--- src/rx_filter_phy_consts.vh ---
// constants for the receive-filter and phy configuration register bank
// assumes a short-address serial register port with 6-bit register addresses
`ifndef RX_FILTER_PHY_CONSTS_VH
`define RX_FILTER_PHY_CONSTS_VH

// register addresses in the short address space
`define ADDR_RECEIVE_FILTER_CONTROL 6'h00
`define ADDR_RF_PLL_CONTROL 6'h01
`define ADDR_TX_POWER_CONTROL 6'h02
`define ADDR_TX_FILTER_BATTERY_CONTROL 6'h03
`define ADDR_VCO_REFCLK_CONTROL 6'h04
`define ADDR_CCA_RSSI_THRESHOLD 6'h05

// receive_filter_control fields
`define BIT_TX_CHECKSUM_SUPPRESS 7
`define BIT_AUTO_REPLY_SUPPRESS 5
`define BIT_NETWORK_LEADER_ROLE 3
`define BIT_PARENT_ROLE 2
`define BIT_ACCEPT_BAD_CHECKSUM 1
`define BIT_ACCEPT_ALL_FRAMES 0

// other fields
`define BIT_SYNTH_LOCK_ENABLE 7
`define MSB_TX_ATTENUATION_CODE 7
`define LSB_TX_ATTENUATION_CODE 3
`define BIT_TX_SHAPING_FILTER 7
`define BIT_SUPPLY_MONITOR_ON 3
`define BIT_OSCILLATOR_BOOST 4
`define BIT_REFCLK_EARLY_STABILIZE 0

// implemented bit masks; reserved bits are stored, unimplemented read zero
`define MASK_RECEIVE_FILTER_CONTROL 8'hff
`define MASK_RF_PLL_CONTROL 8'hf8
`define MASK_TX_POWER_CONTROL 8'hf8
`define MASK_TX_FILTER_BATTERY_CONTROL 8'hb8
`define MASK_VCO_REFCLK_CONTROL 8'h11
`define MASK_CCA_RSSI_THRESHOLD 8'hff

`define REG_RESET_VALUE 8'h00

// frame check sequence: reflected ccitt polynomial, zero start value
`define FCS_POLY_REFLECTED 16'h8408
`define FCS_INIT 16'h0000
`define FCS_RESIDUE 16'h0000

// serial transfer
`define SPI_HEADER_LAST 4'h7
`define SPI_DATA_LAST 4'hf

`endif

--- src/fcs16.v ---
// byte-wise 16-bit frame check sequence accumulator
// assumes bytes arrive lsb first on air, one per valid cycle
`timescale 1ns/1ps
`include "rx_filter_phy_consts.vh"

module fcs16 (
    input wire ref_clk,
    input wire nrst,
    input wire clear,
    input wire valid,
    input wire [7:0] data,
    output reg [15:0] crc
);

    function [15:0] fcs_step;
        input [15:0] c;
        input [7:0] d;
        integer i;
        reg [15:0] t;
        begin
            t = c;
            for (i = 0; i < 8; i = i + 1) begin
                if (t[0] ^ d[i]) begin
                    t = (t >> 1) ^ `FCS_POLY_REFLECTED;
                end else begin
                    t = t >> 1;
                end
            end
            fcs_step = t;
        end
    endfunction

    // clear has priority so a new frame never inherits the old sum
    always @(posedge ref_clk or negedge nrst) begin
        if (!nrst) begin
            crc <= `FCS_INIT;
        end else if (clear) begin
            crc <= `FCS_INIT;
        end else if (valid) begin
            crc <= fcs_step(crc, data);
        end
    end

endmodule // fcs16

--- src/rx_filter_phy_config_regs.v ---
// receive-filter and phy configuration registers with the logic they steer:
// transmit fcs append, receive acceptance, acknowledgement reply and cca compare
// assumes the radio datapath supplies byte streams and per-frame filter results
`timescale 1ns/1ps
`include "rx_filter_phy_consts.vh"

module rx_filter_phy_config_regs (
    input wire ref_clk,
    input wire nrst,
    input wire sck,
    input wire cs_n,
    input wire sdi,
    output wire sdo,
    output wire sdo_oe,
    input wire [7:0] tx_data,
    input wire tx_valid,
    input wire tx_last,
    output reg tx_ready,
    output reg [7:0] phy_tx_data,
    output reg phy_tx_valid,
    output reg phy_tx_last,
    input wire [7:0] rx_data,
    input wire rx_valid,
    input wire rx_end,
    input wire rx_ack_request,
    input wire rx_mac_addr_mismatch,
    input wire rx_illegal_frame_type,
    input wire rx_pan_mismatch,
    input wire rx_short_addr_mismatch,
    output reg rx_frame_accept,
    output reg rx_frame_drop,
    output reg rx_crc_ok,
    output reg ack_send,
    input wire [7:0] cca_rssi,
    input wire cca_rssi_valid,
    output reg cca_done,
    output reg cca_fail,
    output reg synth_lock_enable,
    output reg [4:0] tx_attenuation_code,
    output reg tx_shaping_filter,
    output reg supply_monitor_on,
    output reg oscillator_boost,
    output reg refclk_early_stabilize,
    output reg network_leader_role,
    output reg parent_role
);

    localparam [2:0] ST_DATA = 3'b001;
    localparam [2:0] ST_FCS_LO = 3'b010;
    localparam [2:0] ST_FCS_HI = 3'b100;

    reg [7:0] receive_filter_control;
    reg [7:0] rf_pll_control;
    reg [7:0] tx_power_control;
    reg [7:0] tx_filter_battery_control;
    reg [7:0] vco_refclk_control;
    reg [7:0] cca_rssi_threshold;
    reg [7:0] rd_data;
    reg [2:0] tx_state;
    reg [2:0] next_tx_state;
    reg [15:0] fcs_hold;

    wire [5:0] reg_addr;
    wire [7:0] wr_data;
    wire wr_stb;
    wire [15:0] tx_crc;
    wire [15:0] rx_crc;
    wire tx_take;
    wire rx_fcs_good;
    wire filter_miss;
    wire rx_keep;

    spi_short_port u_port (
        .ref_clk(ref_clk),
        .nrst(nrst),
        .sck(sck),
        .cs_n(cs_n),
        .sdi(sdi),
        .sdo(sdo),
        .sdo_oe(sdo_oe),
        .reg_addr(reg_addr),
        .wr_data(wr_data),
        .wr_stb(wr_stb),
        .rd_load(),
        .rd_data(rd_data)
    );

    // one decode serves both the write path and the read mux
    function [5:0] reg_select;
        input [5:0] a;
        begin
            reg_select = 6'h00;
            case (a)
                `ADDR_RECEIVE_FILTER_CONTROL: reg_select = 6'h01;
                `ADDR_RF_PLL_CONTROL: reg_select = 6'h02;
                `ADDR_TX_POWER_CONTROL: reg_select = 6'h04;
                `ADDR_TX_FILTER_BATTERY_CONTROL: reg_select = 6'h08;
                `ADDR_VCO_REFCLK_CONTROL: reg_select = 6'h10;
                `ADDR_CCA_RSSI_THRESHOLD: reg_select = 6'h20;
                default: reg_select = 6'h00;
            endcase
        end
    endfunction

    wire [5:0] wr_sel;
    wire [5:0] rd_sel;
    assign wr_sel = wr_stb ? reg_select(reg_addr) : 6'h00;
    assign rd_sel = reg_select(reg_addr);

    // reserved bits are kept as written; software is expected to leave them zero
    always @(posedge ref_clk or negedge nrst) begin
        if (!nrst) begin
            receive_filter_control <= `REG_RESET_VALUE;
            rf_pll_control <= `REG_RESET_VALUE;
            tx_power_control <= `REG_RESET_VALUE;
            tx_filter_battery_control <= `REG_RESET_VALUE;
            vco_refclk_control <= `REG_RESET_VALUE;
            cca_rssi_threshold <= `REG_RESET_VALUE;
        end else begin
            if (wr_sel[0]) begin
                receive_filter_control <= wr_data & `MASK_RECEIVE_FILTER_CONTROL;
            end
            if (wr_sel[1]) begin
                rf_pll_control <= wr_data & `MASK_RF_PLL_CONTROL;
            end
            if (wr_sel[2]) begin
                tx_power_control <= wr_data & `MASK_TX_POWER_CONTROL;
            end
            if (wr_sel[3]) begin
                tx_filter_battery_control <= wr_data & `MASK_TX_FILTER_BATTERY_CONTROL;
            end
            if (wr_sel[4]) begin
                vco_refclk_control <= wr_data & `MASK_VCO_REFCLK_CONTROL;
            end
            if (wr_sel[5]) begin
                cca_rssi_threshold <= wr_data & `MASK_CCA_RSSI_THRESHOLD;
            end
        end
    end

    // unmapped addresses read as zero
    always @* begin
        rd_data = 8'h00;
        case (rd_sel)
            6'h01: rd_data = receive_filter_control;
            6'h02: rd_data = rf_pll_control;
            6'h04: rd_data = tx_power_control;
            6'h08: rd_data = tx_filter_battery_control;
            6'h10: rd_data = vco_refclk_control;
            6'h20: rd_data = cca_rssi_threshold;
            default: rd_data = 8'h00;
        endcase
    end

    // configuration outputs mirror the fields one cycle after the write
    always @(posedge ref_clk or negedge nrst) begin
        if (!nrst) begin
            synth_lock_enable <= 1'b0;
            tx_attenuation_code <= 5'h00;
            tx_shaping_filter <= 1'b0;
            supply_monitor_on <= 1'b0;
            oscillator_boost <= 1'b0;
            refclk_early_stabilize <= 1'b0;
            network_leader_role <= 1'b0;
            parent_role <= 1'b0;
        end else begin
            synth_lock_enable <= rf_pll_control[`BIT_SYNTH_LOCK_ENABLE];
            tx_attenuation_code <= tx_power_control[`MSB_TX_ATTENUATION_CODE:`LSB_TX_ATTENUATION_CODE];
            tx_shaping_filter <= tx_filter_battery_control[`BIT_TX_SHAPING_FILTER];
            supply_monitor_on <= tx_filter_battery_control[`BIT_SUPPLY_MONITOR_ON];
            oscillator_boost <= vco_refclk_control[`BIT_OSCILLATOR_BOOST];
            refclk_early_stabilize <= vco_refclk_control[`BIT_REFCLK_EARLY_STABILIZE];
            network_leader_role <= receive_filter_control[`BIT_NETWORK_LEADER_ROLE];
            parent_role <= receive_filter_control[`BIT_PARENT_ROLE];
        end
    end

    // transmit: pass bytes, then two fcs bytes low first unless suppressed
    assign tx_take = tx_ready & tx_valid;

    fcs16 u_tx_fcs (
        .ref_clk(ref_clk),
        .nrst(nrst),
        .clear(tx_take & tx_last),
        .valid(tx_take & ~tx_last),
        .data(tx_data),
        .crc(tx_crc)
    );

    always @* begin
        next_tx_state = tx_state;
        case (tx_state)
            ST_DATA: begin
                if (tx_take && tx_last && !receive_filter_control[`BIT_TX_CHECKSUM_SUPPRESS]) begin
                    next_tx_state = ST_FCS_LO;
                end
            end
            ST_FCS_LO: next_tx_state = ST_FCS_HI;
            ST_FCS_HI: next_tx_state = ST_DATA;
            default: next_tx_state = ST_DATA;
        endcase
    end

    always @(posedge ref_clk or negedge nrst) begin
        if (!nrst) begin
            tx_state <= ST_DATA;
            tx_ready <= 1'b0;
            phy_tx_data <= 8'h00;
            phy_tx_valid <= 1'b0;
            phy_tx_last <= 1'b0;
            fcs_hold <= `FCS_INIT;
        end else begin
            tx_state <= next_tx_state;
            // no transmit while the pll is off
            tx_ready <= (next_tx_state == ST_DATA) & rf_pll_control[`BIT_SYNTH_LOCK_ENABLE];
            phy_tx_valid <= 1'b0;
            phy_tx_last <= 1'b0;
            case (tx_state)
                ST_DATA: begin
                    if (tx_take) begin
                        phy_tx_data <= tx_data;
                        phy_tx_valid <= 1'b1;
                        phy_tx_last <= tx_last & receive_filter_control[`BIT_TX_CHECKSUM_SUPPRESS];
                        if (tx_last) begin
                            fcs_hold <= fcs16_final(tx_crc, tx_data);
                        end
                    end
                end
                ST_FCS_LO: begin
                    phy_tx_data <= fcs_hold[7:0];
                    phy_tx_valid <= 1'b1;
                end
                ST_FCS_HI: begin
                    phy_tx_data <= fcs_hold[15:8];
                    phy_tx_valid <= 1'b1;
                    phy_tx_last <= 1'b1;
                end
                default: begin
                    phy_tx_valid <= 1'b0;
                end
            endcase
        end
    end

    // folds the last byte in, since the accumulator is cleared by that same byte
    function [15:0] fcs16_final;
        input [15:0] c;
        input [7:0] d;
        integer i;
        reg [15:0] t;
        begin
            t = c;
            for (i = 0; i < 8; i = i + 1) begin
                if (t[0] ^ d[i]) begin
                    t = (t >> 1) ^ `FCS_POLY_REFLECTED;
                end else begin
                    t = t >> 1;
                end
            end
            fcs16_final = t;
        end
    endfunction

    // receive: the sum over payload and fcs leaves a zero residue when intact
    fcs16 u_rx_fcs (
        .ref_clk(ref_clk),
        .nrst(nrst),
        .clear(rx_end),
        .valid(rx_valid),
        .data(rx_data),
        .crc(rx_crc)
    );

    assign rx_fcs_good = (rx_crc == `FCS_RESIDUE);
    assign filter_miss = rx_mac_addr_mismatch | rx_illegal_frame_type | rx_pan_mismatch | rx_short_addr_mismatch;
    // a bad-fcs frame taken by the error-report mode skips the address filter only when promiscuous
    assign rx_keep = rf_pll_control[`BIT_SYNTH_LOCK_ENABLE]
                   & (rx_fcs_good | receive_filter_control[`BIT_ACCEPT_BAD_CHECKSUM])
                   & (receive_filter_control[`BIT_ACCEPT_ALL_FRAMES] | ~filter_miss);

    always @(posedge ref_clk or negedge nrst) begin
        if (!nrst) begin
            rx_frame_accept <= 1'b0;
            rx_frame_drop <= 1'b0;
            rx_crc_ok <= 1'b0;
            ack_send <= 1'b0;
        end else begin
            rx_frame_accept <= rx_end & rx_keep;
            rx_frame_drop <= rx_end & ~rx_keep;
            if (rx_end) begin
                rx_crc_ok <= rx_fcs_good;
            end
            // never acknowledge a corrupted frame even when it is kept
            ack_send <= rx_end & rx_keep & rx_fcs_good & rx_ack_request
                      & ~receive_filter_control[`BIT_AUTO_REPLY_SUPPRESS];
        end
    end

    // clear channel assessment compare
    always @(posedge ref_clk or negedge nrst) begin
        if (!nrst) begin
            cca_done <= 1'b0;
            cca_fail <= 1'b0;
        end else begin
            cca_done <= cca_rssi_valid;
            if (cca_rssi_valid) begin
                cca_fail <= (cca_rssi < cca_rssi_threshold);
            end
        end
    end

endmodule // rx_filter_phy_config_regs

--- src/spi_short_port.v ---
// serial register port, short address space, mode 0, msb first
// assumes sck is sampled on ref_clk and each sck level lasts at least 2 ref_clk cycles
`timescale 1ns/1ps
`include "rx_filter_phy_consts.vh"

module spi_short_port (
    input wire ref_clk,
    input wire nrst,
    input wire sck,
    input wire cs_n,
    input wire sdi,
    output reg sdo,
    output reg sdo_oe,
    output reg [5:0] reg_addr,
    output reg [7:0] wr_data,
    output reg wr_stb,
    output reg rd_load,
    input wire [7:0] rd_data
);

    reg sck_q;
    reg [3:0] bit_cnt;
    reg [7:0] shift_in;
    reg [7:0] shift_out;
    reg is_write;
    reg is_long;
    reg load_pend;
    wire sck_rise;
    wire sck_fall;

    assign sck_rise = sck & ~sck_q;
    assign sck_fall = ~sck & sck_q;

    always @(posedge ref_clk or negedge nrst) begin
        if (!nrst) begin
            sck_q <= 1'b0;
            bit_cnt <= 4'h0;
            shift_in <= 8'h00;
            shift_out <= 8'h00;
            is_write <= 1'b0;
            is_long <= 1'b0;
            load_pend <= 1'b0;
            reg_addr <= 6'h00;
            wr_data <= 8'h00;
            wr_stb <= 1'b0;
            rd_load <= 1'b0;
            sdo <= 1'b0;
            sdo_oe <= 1'b0;
        end else begin
            sck_q <= sck;
            wr_stb <= 1'b0;
            rd_load <= 1'b0;
            sdo_oe <= ~cs_n;
            if (load_pend) begin
                shift_out <= rd_data;
                load_pend <= 1'b0;
            end
            if (cs_n) begin
                bit_cnt <= 4'h0;
                sdo <= 1'b0;
            end else if (sck_rise) begin
                shift_in <= {shift_in[6:0], sdi};
                bit_cnt <= bit_cnt + 4'h1;
                if (bit_cnt == `SPI_HEADER_LAST) begin
                    // header: long-flag, six address bits, write flag
                    is_long <= shift_in[6];
                    is_write <= sdi;
                    reg_addr <= shift_in[5:0];
                    if (!sdi && !shift_in[6]) begin
                        rd_load <= 1'b1;
                        load_pend <= 1'b1;
                    end
                end else if (bit_cnt == `SPI_DATA_LAST) begin
                    // long-address transfers are not served by this bank
                    if (is_write && !is_long) begin
                        wr_data <= {shift_in[6:0], sdi};
                        wr_stb <= 1'b1;
                    end
                end
            end else if (sck_fall && bit_cnt[3] && !is_write && !is_long) begin
                sdo <= shift_out[7];
                shift_out <= {shift_out[6:0], 1'b0};
            end
        end
    end

endmodule // spi_short_port
--- config.mk ---
export PLATFORM = sky130hd
export DESIGN_NAME = rx_filter_phy_config_regs
export DESIGN_NICKNAME = d
export VERILOG_FILES = /design/src/fcs16.v /design/src/rx_filter_phy_config_regs.v /design/src/spi_short_port.v
export VERILOG_INCLUDE_DIRS = /design/src
export SDC_FILE = /design/constraint.sdc
export NUM_CORES = 1
export LEC_CHECK = 0
export ABC_CLOCK_PERIOD_IN_PS = 2500
export BUFFER_PORTS_ARGS = -buffer_cell sky130_fd_sc_hd__buf_2
export CAP_MARGIN = 40
export CELL_PAD_IN_SITES_DETAIL_PLACEMENT = 1
export CELL_PAD_IN_SITES_GLOBAL_PLACEMENT = 2
export CORE_AREA = 2 2 133 135
export CTS_CLUSTER_DIAMETER = 120
export DETAILED_ROUTE_END_ITERATION = 12
export DIE_AREA = 0 0 135 137
export PLACE_DENSITY_LB_ADDON = 0.15
export SLEW_MARGIN = 20
export SYNTH_ARGS = -nofsm -noshare
export SYNTH_HDL_FRONTEND = slang
export SYNTH_SLANG_ARGS = --single-unit
--- constraint.sdc ---
create_clock -name ref_clk -period 2.5 [get_ports ref_clk]
set_input_delay 0.375 -clock ref_clk [delete_from_list [all_inputs] [get_ports ref_clk]]
set_output_delay 0.375 -clock ref_clk [all_outputs]
set_load 0.01 [all_outputs]
==> metrics.md <==
| Metric | Value |
|---|---|
| Status | `finished clean` |
| End of the worst register-to-register path | `receive_filter_control[6]` |
| Async S/R FF share, synth | `100%` |
| Sequential cell area fraction in the yosys report | `56.8%` |
| Post-DP HPWL | `11700 um` |
| Total Nets Final | `686` |
| Initial Utilization | `39.3%` |
| Cts repair resizes | `0` |
| Mapped cell area | `6700 um2` |
| Post-Syn Instances | `558` |
| Worst IR Drop VDD | `492 uV` |
| First-pass GRT wire length | `27000 um` |
| Die height | `137 um` |
| Main synth FF type | `dfrtp_1` |
| Crit. End Element | `flip-flop` |
| Pwr/cell area | `773 nW/um2` |
| Largest net degree at the start of global routing | `63` |
| Max Cap Viol | `0` |
| # setup viols final | `0` |
| Final TNS setup | `0 ns` |
| CTS tree | `yes` |
| Critical path buffers and inverters | `0` |
| Dpl cells | `844` |
| Leakage | `0.00374 uW` |
| Fin crit share | `86.1%` |
| Flop2flop setup slack | `0.35 ns` |
| Worst setup SP type | `flip-flop` |
| Fraction of layout cells with a size suffix above 1 | `28.5%` |
| Register clock-pin slew on the reported worst setup and hold paths | `0.06 ns` |
| Routed Antenna Nets | `0` |
| DRC viols | `0` |
| CORE AREA | `17100 um2` |
| Htree depth | `4` |
| Initial DRC Count | `150` |
| Gr usage total | `19.2%` |
| CP Max Fanout | `9` |
| First-pass DRT Iterations | `4` |
| Clock buffer count from CTS | `17` |
| Largest stage delay on the critical path | `0.65 ns` |
| Clk sinks | `152` |
| Die X | `135 um` |
| Post-synth EDFFs | `0` |
| Slew Viols, Final | `0` |
| WL/cell | `18.8 um` |
| Row count | `48` |
| Layout Cells excl Fill | `877` |
| Min-Delay Endpoint | `cca_done` |
| WP data arrival | `2.46 ns` |
| RSZ-0062 raised after global routing | `no` |
| Vias | `4526` |
| Number of global-route vias before repair | `4980` |
| Relative slew slack | `47.1%` |
| Most common cell after layout, fill and taps aside | `dfrtp_1` |
| Pre-CTS setup slack | `0.388 ns` |
| Worst slew pin tran | `0.793 ns` |
| Synthesized area per cell | `12.0 um2` |
| Die area | `18500 um2` |
| IO Pins | `70` |
| Worst EP required | `2.81 ns` |
| Fin. Hold Viols | `0` |
| Seq cells post-synth | `152` |
| Clock Latency Late Sink | `0.43 ns` |
| Worst R2R Path Depth | `3` |
| Input/output buffers | `69` |
| Slowest CP cell | `nor4b_4` |
| Final setup margin | `0.346 ns` |
| Period minus WS final | `2.15 ns` |
| Pwr Total | `6180 uW` |
| Worst hold margin | `0.0982 ns` |
| Top delay family on crit path | `simple AND/OR/NAND/NOR gates` |
| # hold bufs at CTS | `1` |
| Ant diodes | `0` |
| Min-delay worst type | `in -> reg` |
| Hold path depth | `1` |
| Critical Path, Cell by Cell | `or3_1, nor4b_4, mux2_2` |
| Most frequent cells in the layout | `dfrtp_1 (151), buf_2 (68), mux2_2 (58)` |
| Post-CTS setup buffer count | `0` |
| Synth warn | `0` |
| CTS root buffer | `clkbuf_16` |
| Total Wirelength | `16500 um` |
| GRT Residual Overflow | `0` |
| Worst Skew | `0.0100 ns` |
| GP Congestion | `0.776` |
| Post-synthesis cell type count | `53` |
| Initial antenna violation count | `0` |
| Clock tree buffer depth | `2` |
| Max frequency | `464 MHz` |
| RR Startpoint | `u_port.reg_addr[3]` |
| Critical path type | `reg -> reg` |
| Worst Hold Launch | `cca_rssi_valid` |
| Area Growth Syn to Fin | `19.3%` |
| Mapped Nets | `605` |
| Vias per inst | `5.16` |
cell usage after synthesis, types with 8 or more instances:
| library cell | count | area share [%] |
|---|---|---|
| dfrtp_1 | 151 | 56 |
| mux2_2 | 58 | 9.7 |
| o21ai_0 | 48 | 3.6 |
| nand2_1 | 47 | 2.6 |
| xnor2_1 | 39 | 5.1 |
| nor2_1 | 31 | 1.7 |
| clkbuf_1 | 17 | 0.95 |
| mux2i_1 | 15 | 2.2 |
| inv_1 | 14 | 0.78 |
| a21oi_1 | 12 | 0.90 |
| xor2_1 | 12 | 1.6 |
| o22ai_1 | 9 | 0.84 |
| ha_1 | 8 | 1.5 |
| o221ai_1 | 8 | 1.0 |
registers in the layout, summed over array words and instances, names as in the netlist, 2 cells and up:
signal / flops
u_port.shift_in: 7
u_port.bit_cnt: 4
tx_attenuation_code: 5
u_rx_fcs.crc: 16
cca_rssi_threshold: 8
fcs_hold: 16
u_tx_fcs.crc: 16
rf_pll_control: 5
phy_tx_data: 8
u_port.shift_out: 8
u_port.reg_addr: 6
tx_power_control: 5
vco_refclk_control: 2
receive_filter_control: 8
tx_state: 3
tx_filter_battery_control: 4
u_port.wr_data: 8
logic make-up (layout without fill, tap and decap cells):
family	after synthesis	after routing	share of synthesized area, %
flops	152	152	56.8
mux	76	76	13.0
simple gates	130	130	10.4
buf+inv	38	132	2.35
xor+xnor	51	51	6.66
compound gates	103	103	9.31
fa+ha+maj	8	8	1.49
per-layer routing:
| metal | wire, um | GRT usage [%] | vias up |
|---|---|---|---|
| met3 | 490 | 4.00 | 20 |
| met4 | 188 | 5.27 | 0 |
| li1 | - | - | 2117 |
| met1 | 7490 | 25.1 | 2311 |
| met5 | 0 | 0 | - |
| met2 | 8340 | 32.6 | 78 |
area by class of cell:
class                           instances  area (um2)
Clock buffer                           22         454
Clock inverter                         10         170
Fill cell                            1852        9060
Inverter                               15        56.3
Tap cell                              225         282
Sequential cell                       152        3800
Timing Repair Buffer                   85         487
Multi-Input combinational cell        368        2740
how the worst max path moves through the flow:
stage	slack (ns)	to	start	cells past startpoint
final	0.35	receive_filter_control[6]	u_port.reg_addr[3]	3
after global routing	0.26	receive_filter_control[6]	u_port.reg_addr[3]	3
after CTS	0.35	receive_filter_control[6]	u_port.reg_addr[3]	3
after detailed placement	0.39	receive_filter_control[2]	u_port.reg_addr[3]	3
after global placement	0.50	receive_filter_control[5]	u_port.reg_addr[3]	3
after floorplan	0.71	receive_filter_control[0]	u_port.reg_addr[3]	4
worst register-to-register path, stage by stage, from the launching register on:
cell     delay, ns
dfrtp_1       0.39
or3_1         0.59
nor4b_4       0.65
mux2_2        0.42
report_power, final:
group          switching (uW)  internal (uW)
registers                 139           2590
logic                     378            347
clock network            1020           1700
total                    1540           4640
per-stage QoR:
step	util, %	instance area (um2)
after floorplan	-	6700
after global placement	43.2	7360
after detailed placement	43.2	7360
after CTS	46.9	8000
after global routing	46.9	8000
final	46.9	8000
(Power assumes the default switching activity.)
